## config.mk

```make
export PLATFORM = sky130hd
export DESIGN_NAME = gptcp_timer
export DESIGN_NICKNAME = d
export VERILOG_FILES = /design/src/logic/gptcp_pkg.sv /design/src/logic/gptcp_timer.sv
export VERILOG_INCLUDE_DIRS = /design/src /design/src/logic
export SDC_FILE = /design/constraint.sdc
export NUM_CORES = 1
export LEC_CHECK = 0
export ABC_AREA = 1
export CAP_MARGIN = 20
export CORE_MARGIN = 8
export CORE_UTILIZATION = 45
export DETAILED_ROUTE_END_ITERATION = 8
export DONT_BUFFER_PORTS = 1
export SLEW_MARGIN = 20
export SYNTH_ARGS = -nofsm -noshare
export SYNTH_HDL_FRONTEND = slang
export SYNTH_SLANG_ARGS = --single-unit
```

## constraint.sdc

```tcl
create_clock -name clk_i -period 3.79 [get_ports clk_i]
set_input_delay 0.379 -clock clk_i [delete_from_list [all_inputs] [get_ports clk_i]]
set_output_delay 0.379 -clock clk_i [all_outputs]
set_load 0.01 [all_outputs]
```

## src/logic/gptcp_map.svh

```systemverilog
// register offsets, field positions and reset values of the timer
// assumes a wishbone slave with 32-bit words, one register per aligned word
`ifndef GPTCP_MAP_SVH
`define GPTCP_MAP_SVH
`define GPTCP_OFS_COUNT0 8'h00
`define GPTCP_OFS_COUNT1 8'h04
`define GPTCP_OFS_COUNT2 8'h08
`define GPTCP_OFS_COUNT3 8'h0C
`define GPTCP_OFS_PERIOD0 8'h10
`define GPTCP_OFS_PERIOD1 8'h14
`define GPTCP_OFS_PERIOD2 8'h18
`define GPTCP_OFS_PERIOD3 8'h1C
`define GPTCP_OFS_CTLL 8'h20
`define GPTCP_OFS_CTLH 8'h24
`define GPTCP_OFS_GLB 8'h28
`define GPTCP_CTL_WMASK 16'h03FE
`define GPTCP_CTL_RST 16'h0000
`define GPTCP_GLB_RST 16'h0000
`define GPTCP_B_GATE 9
`define GPTCP_B_CSRC 8
`define GPTCP_B_RUN 6
`define GPTCP_B_PULSE_WIDTH 4
`define GPTCP_B_STYLE 3
`define GPTCP_B_INV_IN 2
`define GPTCP_B_INV_OUT 1
`define GPTCP_B_STAT 0
`define GPTCP_B_MODE 2
`define GPTCP_B_URUN 1
`define GPTCP_B_LRUN 0
`define GPTCP_B_GPIO 4
`endif

```

## src/logic/gptcp_pkg.sv

```systemverilog
// types of the timer count, period and control block
// assumes gptcp_map.svh carries the numeric constants
package gptcp_pkg;
  typedef enum logic [1:0] {
    GPTCP_RUN_OFF = 2'b00,
    GPTCP_RUN_ONCE = 2'b01,
    GPTCP_RUN_CONT = 2'b10,
    GPTCP_RUN_RSVD = 2'b11
  } gptcp_run_t;
  typedef enum logic [1:0] {
    GPTCP_MODE_GP64 = 2'b00,
    GPTCP_MODE_DUAL_IND = 2'b01,
    GPTCP_MODE_WDOG = 2'b10,
    GPTCP_MODE_DUAL_CHN = 2'b11
  } gptcp_mode_t;
endpackage : gptcp_pkg

```

## src/logic/gptcp_timer.sv

```systemverilog
// 64-bit timer counter, period compare and output control with a wishbone slave
// assumes timer pin and gate input are asynchronous; rst_i is the hardware reset
//
// Functional notes
// - count is four 16-bit words, each at its own address.
// - general mode advances count by one per enabled tick; reset clears it.
// - continuous run loads zero one tick after count equals period.
// - dual modes split count into low and high 32-bit pairs.
// - hardware reset clears all count words; half resets leave them.
// - a half held in reset keeps its count pair value.
// - a count pair acts as a 32-bit counter in dual modes.
// - 64-bit modes compare all four period words together.
// - dual modes compare each period pair with its count pair.
// - second control word applies only in dual independent mode.
// - gate bit with internal clock counts only while input is high.
// - clock-source bit picks internal clock or timer pin edges.
// - disabled run holds count; one-time run wraps to zero at period, then stops.
// - pulse width is one to four ticks from the width field.
// - pulse style emits one pulse at period match, invert-controlled.
// - clock style toggles output level at each period match.
// - watchdog mode forces pulse style output.
// - input invert applies only with the pin clock source.
// - output invert bit inverts the presented output.
// - read-only status bit shows output level and drives pin.
// - status bit freezes while the pin is in gpio use.
// - upper control bits read zero and ignore writes.
// - mode field decodes gp64, dual independent, watchdog, dual chained.
// - lower half in reset clears status and floats the output.
//
// The implementer's own choices: the address map and the Wishbone slave port.
`timescale 1ns/1ns
`include "gptcp_map.svh"
module gptcp_timer (
  input wire logic clk_i,
  input wire logic rst_i,
  input wire logic wb_cyc_i,
  input wire logic wb_stb_i,
  input wire logic wb_we_i,
  input wire logic [7:0] wb_adr_i,
  input wire logic [3:0] wb_sel_i,
  input wire logic [31:0] wb_dat_i,
  output logic [31:0] wb_dat_o,
  output logic wb_ack_o,
  input wire logic tmr_pin_i,
  input wire logic gate_pin_i,
  input wire logic gpio_use_i,
  output logic tmr_out_o,
  output logic tmr_oe_o
);
  // ****************************************
  // registers
  // ****************************************
  logic [15:0] count_word [4];
  logic [15:0] period_word [4];
  logic [15:0] timer_control_low;
  logic [15:0] timer_control_high;
  logic [15:0] global_control_word;
  logic stat_lo;
  logic stat_hi;
  logic [2:0] pw_lo;
  logic [2:0] pw_hi;
  logic [1:0] pin_sync;
  logic [1:0] gate_sync;
  logic pin_prev;
  logic gate_prev;
  logic done_lo;
  logic done_hi;

  gptcp_pkg::gptcp_mode_t opmode;
  logic dual;
  logic lower_half_run_bit;
  logic upper_half_run_bit;
  logic [15:0] ctl_hi_eff;
  logic wr;
  logic [63:0] cnt64;
  logic [63:0] prd64;

  assign opmode = gptcp_pkg::gptcp_mode_t'(global_control_word[`GPTCP_B_MODE +: 2]);
  assign dual = (opmode == gptcp_pkg::GPTCP_MODE_DUAL_IND) || (opmode == gptcp_pkg::GPTCP_MODE_DUAL_CHN);
  assign lower_half_run_bit = global_control_word[`GPTCP_B_LRUN];
  assign upper_half_run_bit = global_control_word[`GPTCP_B_URUN];
  // second control word only when independent
  assign ctl_hi_eff = (opmode == gptcp_pkg::GPTCP_MODE_DUAL_IND) ? timer_control_high : timer_control_low;
  assign wr = wb_cyc_i && wb_stb_i && wb_we_i && !wb_ack_o && wb_sel_i[0] && wb_sel_i[1];
  assign cnt64 = {count_word[3], count_word[2], count_word[1], count_word[0]};
  assign prd64 = {period_word[3], period_word[2], period_word[1], period_word[0]};

  // ****************************************
  // input synchronisers
  // ****************************************
  always_ff @(posedge clk_i) begin
    if (rst_i) begin
      pin_sync <= 2'h0;
      gate_sync <= 2'h0;
      pin_prev <= 1'b0;
      gate_prev <= 1'b0;
    end else begin
      pin_sync <= {pin_sync[0], tmr_pin_i};
      gate_sync <= {gate_sync[0], gate_pin_i};
      pin_prev <= pin_sync[1];
      gate_prev <= gate_sync[1];
    end
  end

  // ****************************************
  // tick generation, one per half
  // ****************************************
  function automatic logic tick_of(input logic [15:0] ctl, input logic pin, input logic pinp, input logic gate);
    logic p;
    logic pp;
    p = pin;
    pp = pinp;
    if (ctl[`GPTCP_B_INV_IN]) begin
      p = !pin;
      pp = !pinp;
    end
    if (ctl[`GPTCP_B_CSRC]) begin
      tick_of = p && !pp;
    end else begin
      tick_of = ctl[`GPTCP_B_GATE] ? gate : 1'b1;
    end
  endfunction : tick_of

  logic tick_lo;
  logic tick_hi;
  logic run_lo;
  logic run_hi;
  logic match_lo;
  logic match_hi;
  logic match64;
  logic adv_lo;
  logic adv_hi;
  logic adv64;
  logic [31:0] next_cnt_lo;
  logic [31:0] next_cnt_hi;
  logic [63:0] next_cnt64;
  logic carry_hi;

  assign tick_lo = tick_of(timer_control_low, pin_sync[1], pin_prev, gate_sync[1]);
  assign tick_hi = tick_of(ctl_hi_eff, pin_sync[1], pin_prev, gate_sync[1]);
  // disabled holds, one-time stops after match
  assign run_lo = (timer_control_low[`GPTCP_B_RUN +: 2] == gptcp_pkg::GPTCP_RUN_CONT)
    || ((timer_control_low[`GPTCP_B_RUN +: 2] == gptcp_pkg::GPTCP_RUN_ONCE) && !done_lo);
  assign run_hi = (ctl_hi_eff[`GPTCP_B_RUN +: 2] == gptcp_pkg::GPTCP_RUN_CONT)
    || ((ctl_hi_eff[`GPTCP_B_RUN +: 2] == gptcp_pkg::GPTCP_RUN_ONCE) && !done_hi);
  assign match64 = (cnt64 == prd64);
  assign match_lo = ({count_word[1], count_word[0]} == {period_word[1], period_word[0]});
  assign match_hi = ({count_word[3], count_word[2]} == {period_word[3], period_word[2]});
  // a half in reset does not advance
  assign adv64 = !dual && lower_half_run_bit && upper_half_run_bit && run_lo && tick_lo;
  assign adv_lo = dual && lower_half_run_bit && run_lo && tick_lo;
  // chained: low pair acts as prescaler for the high pair
  assign carry_hi = (opmode == gptcp_pkg::GPTCP_MODE_DUAL_CHN) ? (adv_lo && match_lo) : tick_hi;
  assign adv_hi = dual && upper_half_run_bit && run_hi && carry_hi;
  // wrap to zero after the match tick
  assign next_cnt64 = match64 ? 64'h0 : cnt64 + 64'h1;
  // each pair is its own 32-bit counter
  assign next_cnt_lo = match_lo ? 32'h0 : {count_word[1], count_word[0]} + 32'h1;
  assign next_cnt_hi = match_hi ? 32'h0 : {count_word[3], count_word[2]} + 32'h1;

  // ****************************************
  // count words
  // ****************************************
  always_ff @(posedge clk_i) begin
    // hardware reset clears all count words
    if (rst_i) begin
      for (int i = 0; i < 4; i++) begin
        count_word[i] <= 16'h0000;
      end
    end else begin
      // advance the 64-bit count per tick
      if (adv64) begin
        {count_word[3], count_word[2], count_word[1], count_word[0]} <= next_cnt64;
      end
      // pairs run separately in dual modes
      if (adv_lo) begin
        {count_word[1], count_word[0]} <= next_cnt_lo;
      end
      if (adv_hi) begin
        {count_word[3], count_word[2]} <= next_cnt_hi;
      end
      // each word writable at its own address
      if (wr) begin
        for (int i = 0; i < 4; i++) begin
          if (wb_adr_i == (`GPTCP_OFS_COUNT0 + 8'(4 * i))) begin
            count_word[i] <= wb_dat_i[15:0];
          end
        end
      end
    end
  end

  // ****************************************
  // one-time completion flags
  // ****************************************
  logic ev_lo;
  logic ev_hi;
  assign ev_lo = dual ? (adv_lo && match_lo) : (adv64 && match64);
  assign ev_hi = dual ? (adv_hi && match_hi) : 1'b0;

  always_ff @(posedge clk_i) begin
    if (rst_i) begin
      done_lo <= 1'b0;
      done_hi <= 1'b0;
    end else begin
      // rewriting control rearms a one-time run
      if (ev_lo && timer_control_low[`GPTCP_B_RUN +: 2] == gptcp_pkg::GPTCP_RUN_ONCE) begin
        done_lo <= 1'b1;
      end else if (wr && wb_adr_i == `GPTCP_OFS_CTLL) begin
        done_lo <= 1'b0;
      end
      if (ev_hi && ctl_hi_eff[`GPTCP_B_RUN +: 2] == gptcp_pkg::GPTCP_RUN_ONCE) begin
        done_hi <= 1'b1;
      end else if (wr && (wb_adr_i == `GPTCP_OFS_CTLH || wb_adr_i == `GPTCP_OFS_CTLL)) begin
        done_hi <= 1'b0;
      end
    end
  end

  // ****************************************
  // period and control words
  // ****************************************
  always_ff @(posedge clk_i) begin
    if (rst_i) begin
      for (int i = 0; i < 4; i++) begin
        period_word[i] <= 16'h0000;
      end
      timer_control_low <= `GPTCP_CTL_RST;
      timer_control_high <= `GPTCP_CTL_RST;
      global_control_word <= `GPTCP_GLB_RST;
    end else if (wr) begin
      for (int i = 0; i < 4; i++) begin
        if (wb_adr_i == (`GPTCP_OFS_PERIOD0 + 8'(4 * i))) begin
          period_word[i] <= wb_dat_i[15:0];
        end
      end
      // reserved and status bits ignore writes
      if (wb_adr_i == `GPTCP_OFS_CTLL) begin
        timer_control_low <= wb_dat_i[15:0] & `GPTCP_CTL_WMASK;
      end
      if (wb_adr_i == `GPTCP_OFS_CTLH) begin
        timer_control_high <= wb_dat_i[15:0] & `GPTCP_CTL_WMASK;
      end
      if (wb_adr_i == `GPTCP_OFS_GLB) begin
        global_control_word <= {12'h000, wb_dat_i[3:0]};
      end
    end
  end

  // ****************************************
  // output generation
  // ****************************************
  logic style_lo;
  logic style_hi;
  assign style_lo = timer_control_low[`GPTCP_B_STYLE] && (opmode != gptcp_pkg::GPTCP_MODE_WDOG);
  assign style_hi = ctl_hi_eff[`GPTCP_B_STYLE];

  always_ff @(posedge clk_i) begin
    if (rst_i) begin
      stat_lo <= 1'b0;
      pw_lo <= 3'h0;
    end else if (!lower_half_run_bit) begin
      stat_lo <= 1'b0;
      pw_lo <= 3'h0;
    end else if (!gpio_use_i) begin
      // frozen while gpio owns the pin
      if (style_lo) begin
        if (ev_lo) begin
          stat_lo <= !stat_lo;
        end
      end else if (ev_lo) begin
        stat_lo <= 1'b1;
        // width of one to four ticks
        pw_lo <= {1'b0, timer_control_low[`GPTCP_B_PULSE_WIDTH +: 2]};
      end else if (stat_lo && tick_lo) begin
        if (pw_lo == 3'h0) begin
          stat_lo <= 1'b0;
        end else begin
          pw_lo <= pw_lo - 3'h1;
        end
      end
    end
  end

  always_ff @(posedge clk_i) begin
    if (rst_i || !upper_half_run_bit) begin
      stat_hi <= 1'b0;
      pw_hi <= 3'h0;
    end else if (!gpio_use_i) begin
      if (style_hi) begin
        if (ev_hi) begin
          stat_hi <= !stat_hi;
        end
      end else if (ev_hi) begin
        stat_hi <= 1'b1;
        pw_hi <= {1'b0, ctl_hi_eff[`GPTCP_B_PULSE_WIDTH +: 2]};
      end else if (stat_hi && carry_hi) begin
        if (pw_hi == 3'h0) begin
          stat_hi <= 1'b0;
        end else begin
          pw_hi <= pw_hi - 3'h1;
        end
      end
    end
  end

  // ****************************************
  // pin drive
  // ****************************************
  always_ff @(posedge clk_i) begin
    if (rst_i) begin
      tmr_out_o <= 1'b0;
      tmr_oe_o <= 1'b0;
    end else begin
      tmr_out_o <= stat_lo ^ timer_control_low[`GPTCP_B_INV_OUT];
      // float while lower half in reset
      tmr_oe_o <= lower_half_run_bit && !gpio_use_i;
    end
  end

  // ****************************************
  // wishbone slave
  // ****************************************
  always_ff @(posedge clk_i) begin
    if (rst_i) begin
      wb_ack_o <= 1'b0;
      wb_dat_o <= 32'h0000_0000;
    end else begin
      wb_ack_o <= wb_cyc_i && wb_stb_i && !wb_ack_o;
      // unmapped addresses read zero and writes there are dropped
      unique case (wb_adr_i)
        `GPTCP_OFS_COUNT0: wb_dat_o <= {16'h0000, count_word[0]};
        `GPTCP_OFS_COUNT1: wb_dat_o <= {16'h0000, count_word[1]};
        `GPTCP_OFS_COUNT2: wb_dat_o <= {16'h0000, count_word[2]};
        `GPTCP_OFS_COUNT3: wb_dat_o <= {16'h0000, count_word[3]};
        `GPTCP_OFS_PERIOD0: wb_dat_o <= {16'h0000, period_word[0]};
        `GPTCP_OFS_PERIOD1: wb_dat_o <= {16'h0000, period_word[1]};
        `GPTCP_OFS_PERIOD2: wb_dat_o <= {16'h0000, period_word[2]};
        `GPTCP_OFS_PERIOD3: wb_dat_o <= {16'h0000, period_word[3]};
        `GPTCP_OFS_CTLL: wb_dat_o <= {16'h0000, timer_control_low[15:1], stat_lo};
        `GPTCP_OFS_CTLH: wb_dat_o <= {16'h0000, timer_control_high[15:1], stat_hi};
        `GPTCP_OFS_GLB: wb_dat_o <= {16'h0000, global_control_word};
        default: wb_dat_o <= 32'h0000_0000;
      endcase
    end
  end
endmodule : gptcp_timer

```

==> results.md <==
- Synth Register Bits: roughly 180
- IO Port Bufs: 0
- Router iterations before antenna repair: 6
- Mean Syn Cell Area: 6.80 um2
- Clock Tree Buf Depth: 2
- Post-Route WL: approximately 57,000 um
- Post-synth ARST share: 0%
- Register area: 4320 um2
- Gpl congestion: 1.04
- Gr usage total: about a third
- Grt peak-use layer: met2
- Resized cells post-CTS: 0
- Post-Synthesis Cells: around 1.8k
- Tcrit/Tclk final: a little over four fifths
- Power Dens Cells: approximately 320 nW/um2
- Min Hold Slack: 19.2 ps
- CTS Sinks: around 180
- Layout cell share with drive strength beyond 1: between 6 and 7%
- Synth top area share: ~19%
- Class of the most critical setup path: register to register
- Worst Setup Start Kind: register
- Leakage power: 5.11 nW
- Fin. max-slew vios: 0
- Routed vias: about 13k
- Met1 Use GR: 46.4%
- Worst VDD drop: roughly 0.31 mV
- Core Area: approximately 27,000 um2
- Sequential share of the synthesized area: a little over a third
- Largest fanout on the critical path: 7
- Arrival @ worst endpoint: between 3000 and 4000 ps
- Critical path required time: between 4000 and 5000 ps
- Largest net degree at the start of global routing: 57
- Fin crit period: around 3200 ps
- Distinct cells, synth: 57
- Synth Cell Area: between 10,000 and 15,000 um2
- FILL cells: roughly 2.8k
- Grt total ovfl: 0
- Die Ht: around 180 um
- DR vias/cell: a little over 6
- Dpl hpwl: 43,000 um
- Max-slew headroom: 29.4%
- Total Neg Setup Slack: 0 ps
- YS warnings: 0
- Clock latency on the worst-skew pair: 480 ps
- Dpl cells: between 2k and 2.5k
- First-pass GRT wire length: about 83,000 um
- Reg2Reg Setup Slack: roughly 620 ps
- Worst Tran Pin Value: ~1100 ps
- Vias in the first global route: approximately 12k
- WL/cell: 26.6 um
- Main flop type after synthesis: dfxtp_1
- Status: complete, no violations
- Grt met3 use: under 10%
- Post-synth EDFFs: 64
- Clock-pin transition on the worst setup and hold timing paths: approximately 90 ps
- Drt initial violations: 1,982
- Nets: around 1.9k
- RSZ-0062 raised after global routing: false
- CTS root buf: clkbuf_16
- Final hold violations: 0
- Setup violations, final: 0
- Max-cap violations: 0
- Final setup skew: approximately 26 ps
- I/O pins: 87
- Final Power: about 4.2 mW
- Die area: between 30,000 and 40,000 um2
- Post-route insts no fill: ~2.2k
- Area growth, synth to finish: 8.26%
- Initial core utilization: 45.9%
- Area leader, netlist: dfxtp_1
- Drt drc: 0
- CTS H-tree depth: 4
- Die width: ~180 um
- Grt met2 use: 51.2%
- CTS tree: built
- Hold crit path type: input pin to register
- Initial antenna violation count: 3
- Synth top area cells: dfxtp_1 19%, edfxtp_1 16%, nand2_1 12%
- Max Freq: 0.316 GHz
- Worst Setup End Kind: register
- Num CTS Buffers: 17
- Multi-input gate area: 6800 um2
- Remaining antenna violation count after routing: 0
- Core Rows: 60
## worst paths after layout
check,from,end,cells after the start
setup reg to reg,cnt64[50],cnt64[63],10
hold reg to reg,pin_sync[0],pin_sync[1],2
setup / recovery,cnt64[50],cnt64[63],10
hold / removal,rst_i,wb_dat_o[10],1
## power by group
group          switching [mW]  total, mW  internal [mW]
Combinational           0.118      0.160         0.0419
Clock                    1.05       1.97          0.925
Sequential             0.0311       2.10           2.07
Total                    1.19       4.23           3.03
## sequential cells by signal, summed over array words and instances (netlist names)
signal,count
stat_lo,1
done_lo,1
done_hi,1
tmr_oe_o,1
timer_control_high,9
timer_control_low,9
tmr_out_o,1
pw_hi,3
wb_dat_o,16
wb_ack_o,1
pin_prev,1
period_word,64
pin_sync,2
pw_lo,3
gate_sync,2
cnt64,64
global_control_word,4
stat_hi,1
## critical path, stage by stage, from the launching register on
cell	delay, ps
dfxtp_1	670
nand2_1	140
nor2_1	280
nand2_1	130
nor3_1	700
nand4_1	520
xor2_1	280
nand3_1	80
o21ai_0	90
nand2_1	70
a31oi_1	70
## synthesized netlist by cell type, types with 4 or more instances
master / n
o21ai_1: 9
nor3_1: 36
inv_1: 202
xor2_1: 70
nand4_1: 49
o2111ai_1: 5
ha_1: 6
buf_4: 19
o21ai_0: 156
inv_2: 8
buf_2: 33
a21oi_1: 88
xnor2_1: 25
edfxtp_1: 64
o22ai_1: 23
a31oi_1: 34
nor2_2: 11
nand2_1: 387
nor2_1: 228
clkbuf_1: 43
a221oi_1: 19
o211ai_1: 10
dfxtp_1: 120
nand3_1: 122
nand3b_1: 4
## final cells by class
type	count	area share, %
well taps	341	3.19
clock buffers	17	3.18
diodes	2	0.0374
clock inverters	15	1.55
repair buffers	50	2.97
inverters	212	5.95
flip-flops and latches	184	32.3
multi-input cells	1338	50.8
## layer usage
layer / up-vias / share of wire (%)
met5: - / 0.023
li1: 5982 / -
met4: 2 / 5.2
met1: 6222 / 41
met3: 150 / 12
met2: 854 / 42
## per-stage QoR
stage | util [%] | setup WS, ps | cell area, um2
after CTS | 49.6 | 812 | 13400
after global routing | 49.6 | 505 | 13400
after detailed placement | 47.1 | 802 | 12700
final | 49.7 | 624 | 13400
after global placement | 47.1 | 843 | 12700
after floorplan | - | 858 | 12400
## cell families (layout without fill, tap and decap cells)
family / Yosys count / in the layout / share of synthesized area [%]
adders and majority gates: 6 / 6 / 0.607
muxes: 1 / 1 / 0.0810
AOI/OAI and AO/OA: 359 / 359 / 16.6
other: 1 / 18 / 0.0303
buffers and inverters: 312 / 294 / 10.5
xor gates and xnor gates: 95 / 95 / 6.73
DFF: 184 / 184 / 35.0
and+or+nand+nor: 861 / 861 / 30.5
## timing repair
| action | in CTS | in global routing |
|---|---|---|
| endpoints found under the hold margin | 15 | 0 |
| hold buffers | 4 | 0 |
| buffers inserted | 0 | 0 |
## layout by cell type (no fill, tap or decap), types with 10 or more instances in the layout
| cell | count |
|---|---|
| o21ai_0 | 152 |
| clkbuf_16 | 17 |
| buf_4 | 45 |
| o211ai_1 | 10 |
| nor2_1 | 228 |
| inv_1 | 201 |
| o22ai_1 | 23 |
| nand2_1 | 387 |
| o21ai_1 | 13 |
| xor2_1 | 70 |
| edfxtp_1 | 64 |
| nand3_1 | 122 |
| nand4_1 | 49 |
| a31oi_1 | 34 |
| nor3_1 | 36 |
| a21oi_1 | 88 |
| nor2_2 | 11 |
| a221oi_1 | 19 |
| dfxtp_1 | 120 |
| xnor2_1 | 25 |
| conb_1 | 16 |
Power figures use the tool's default switching activity.
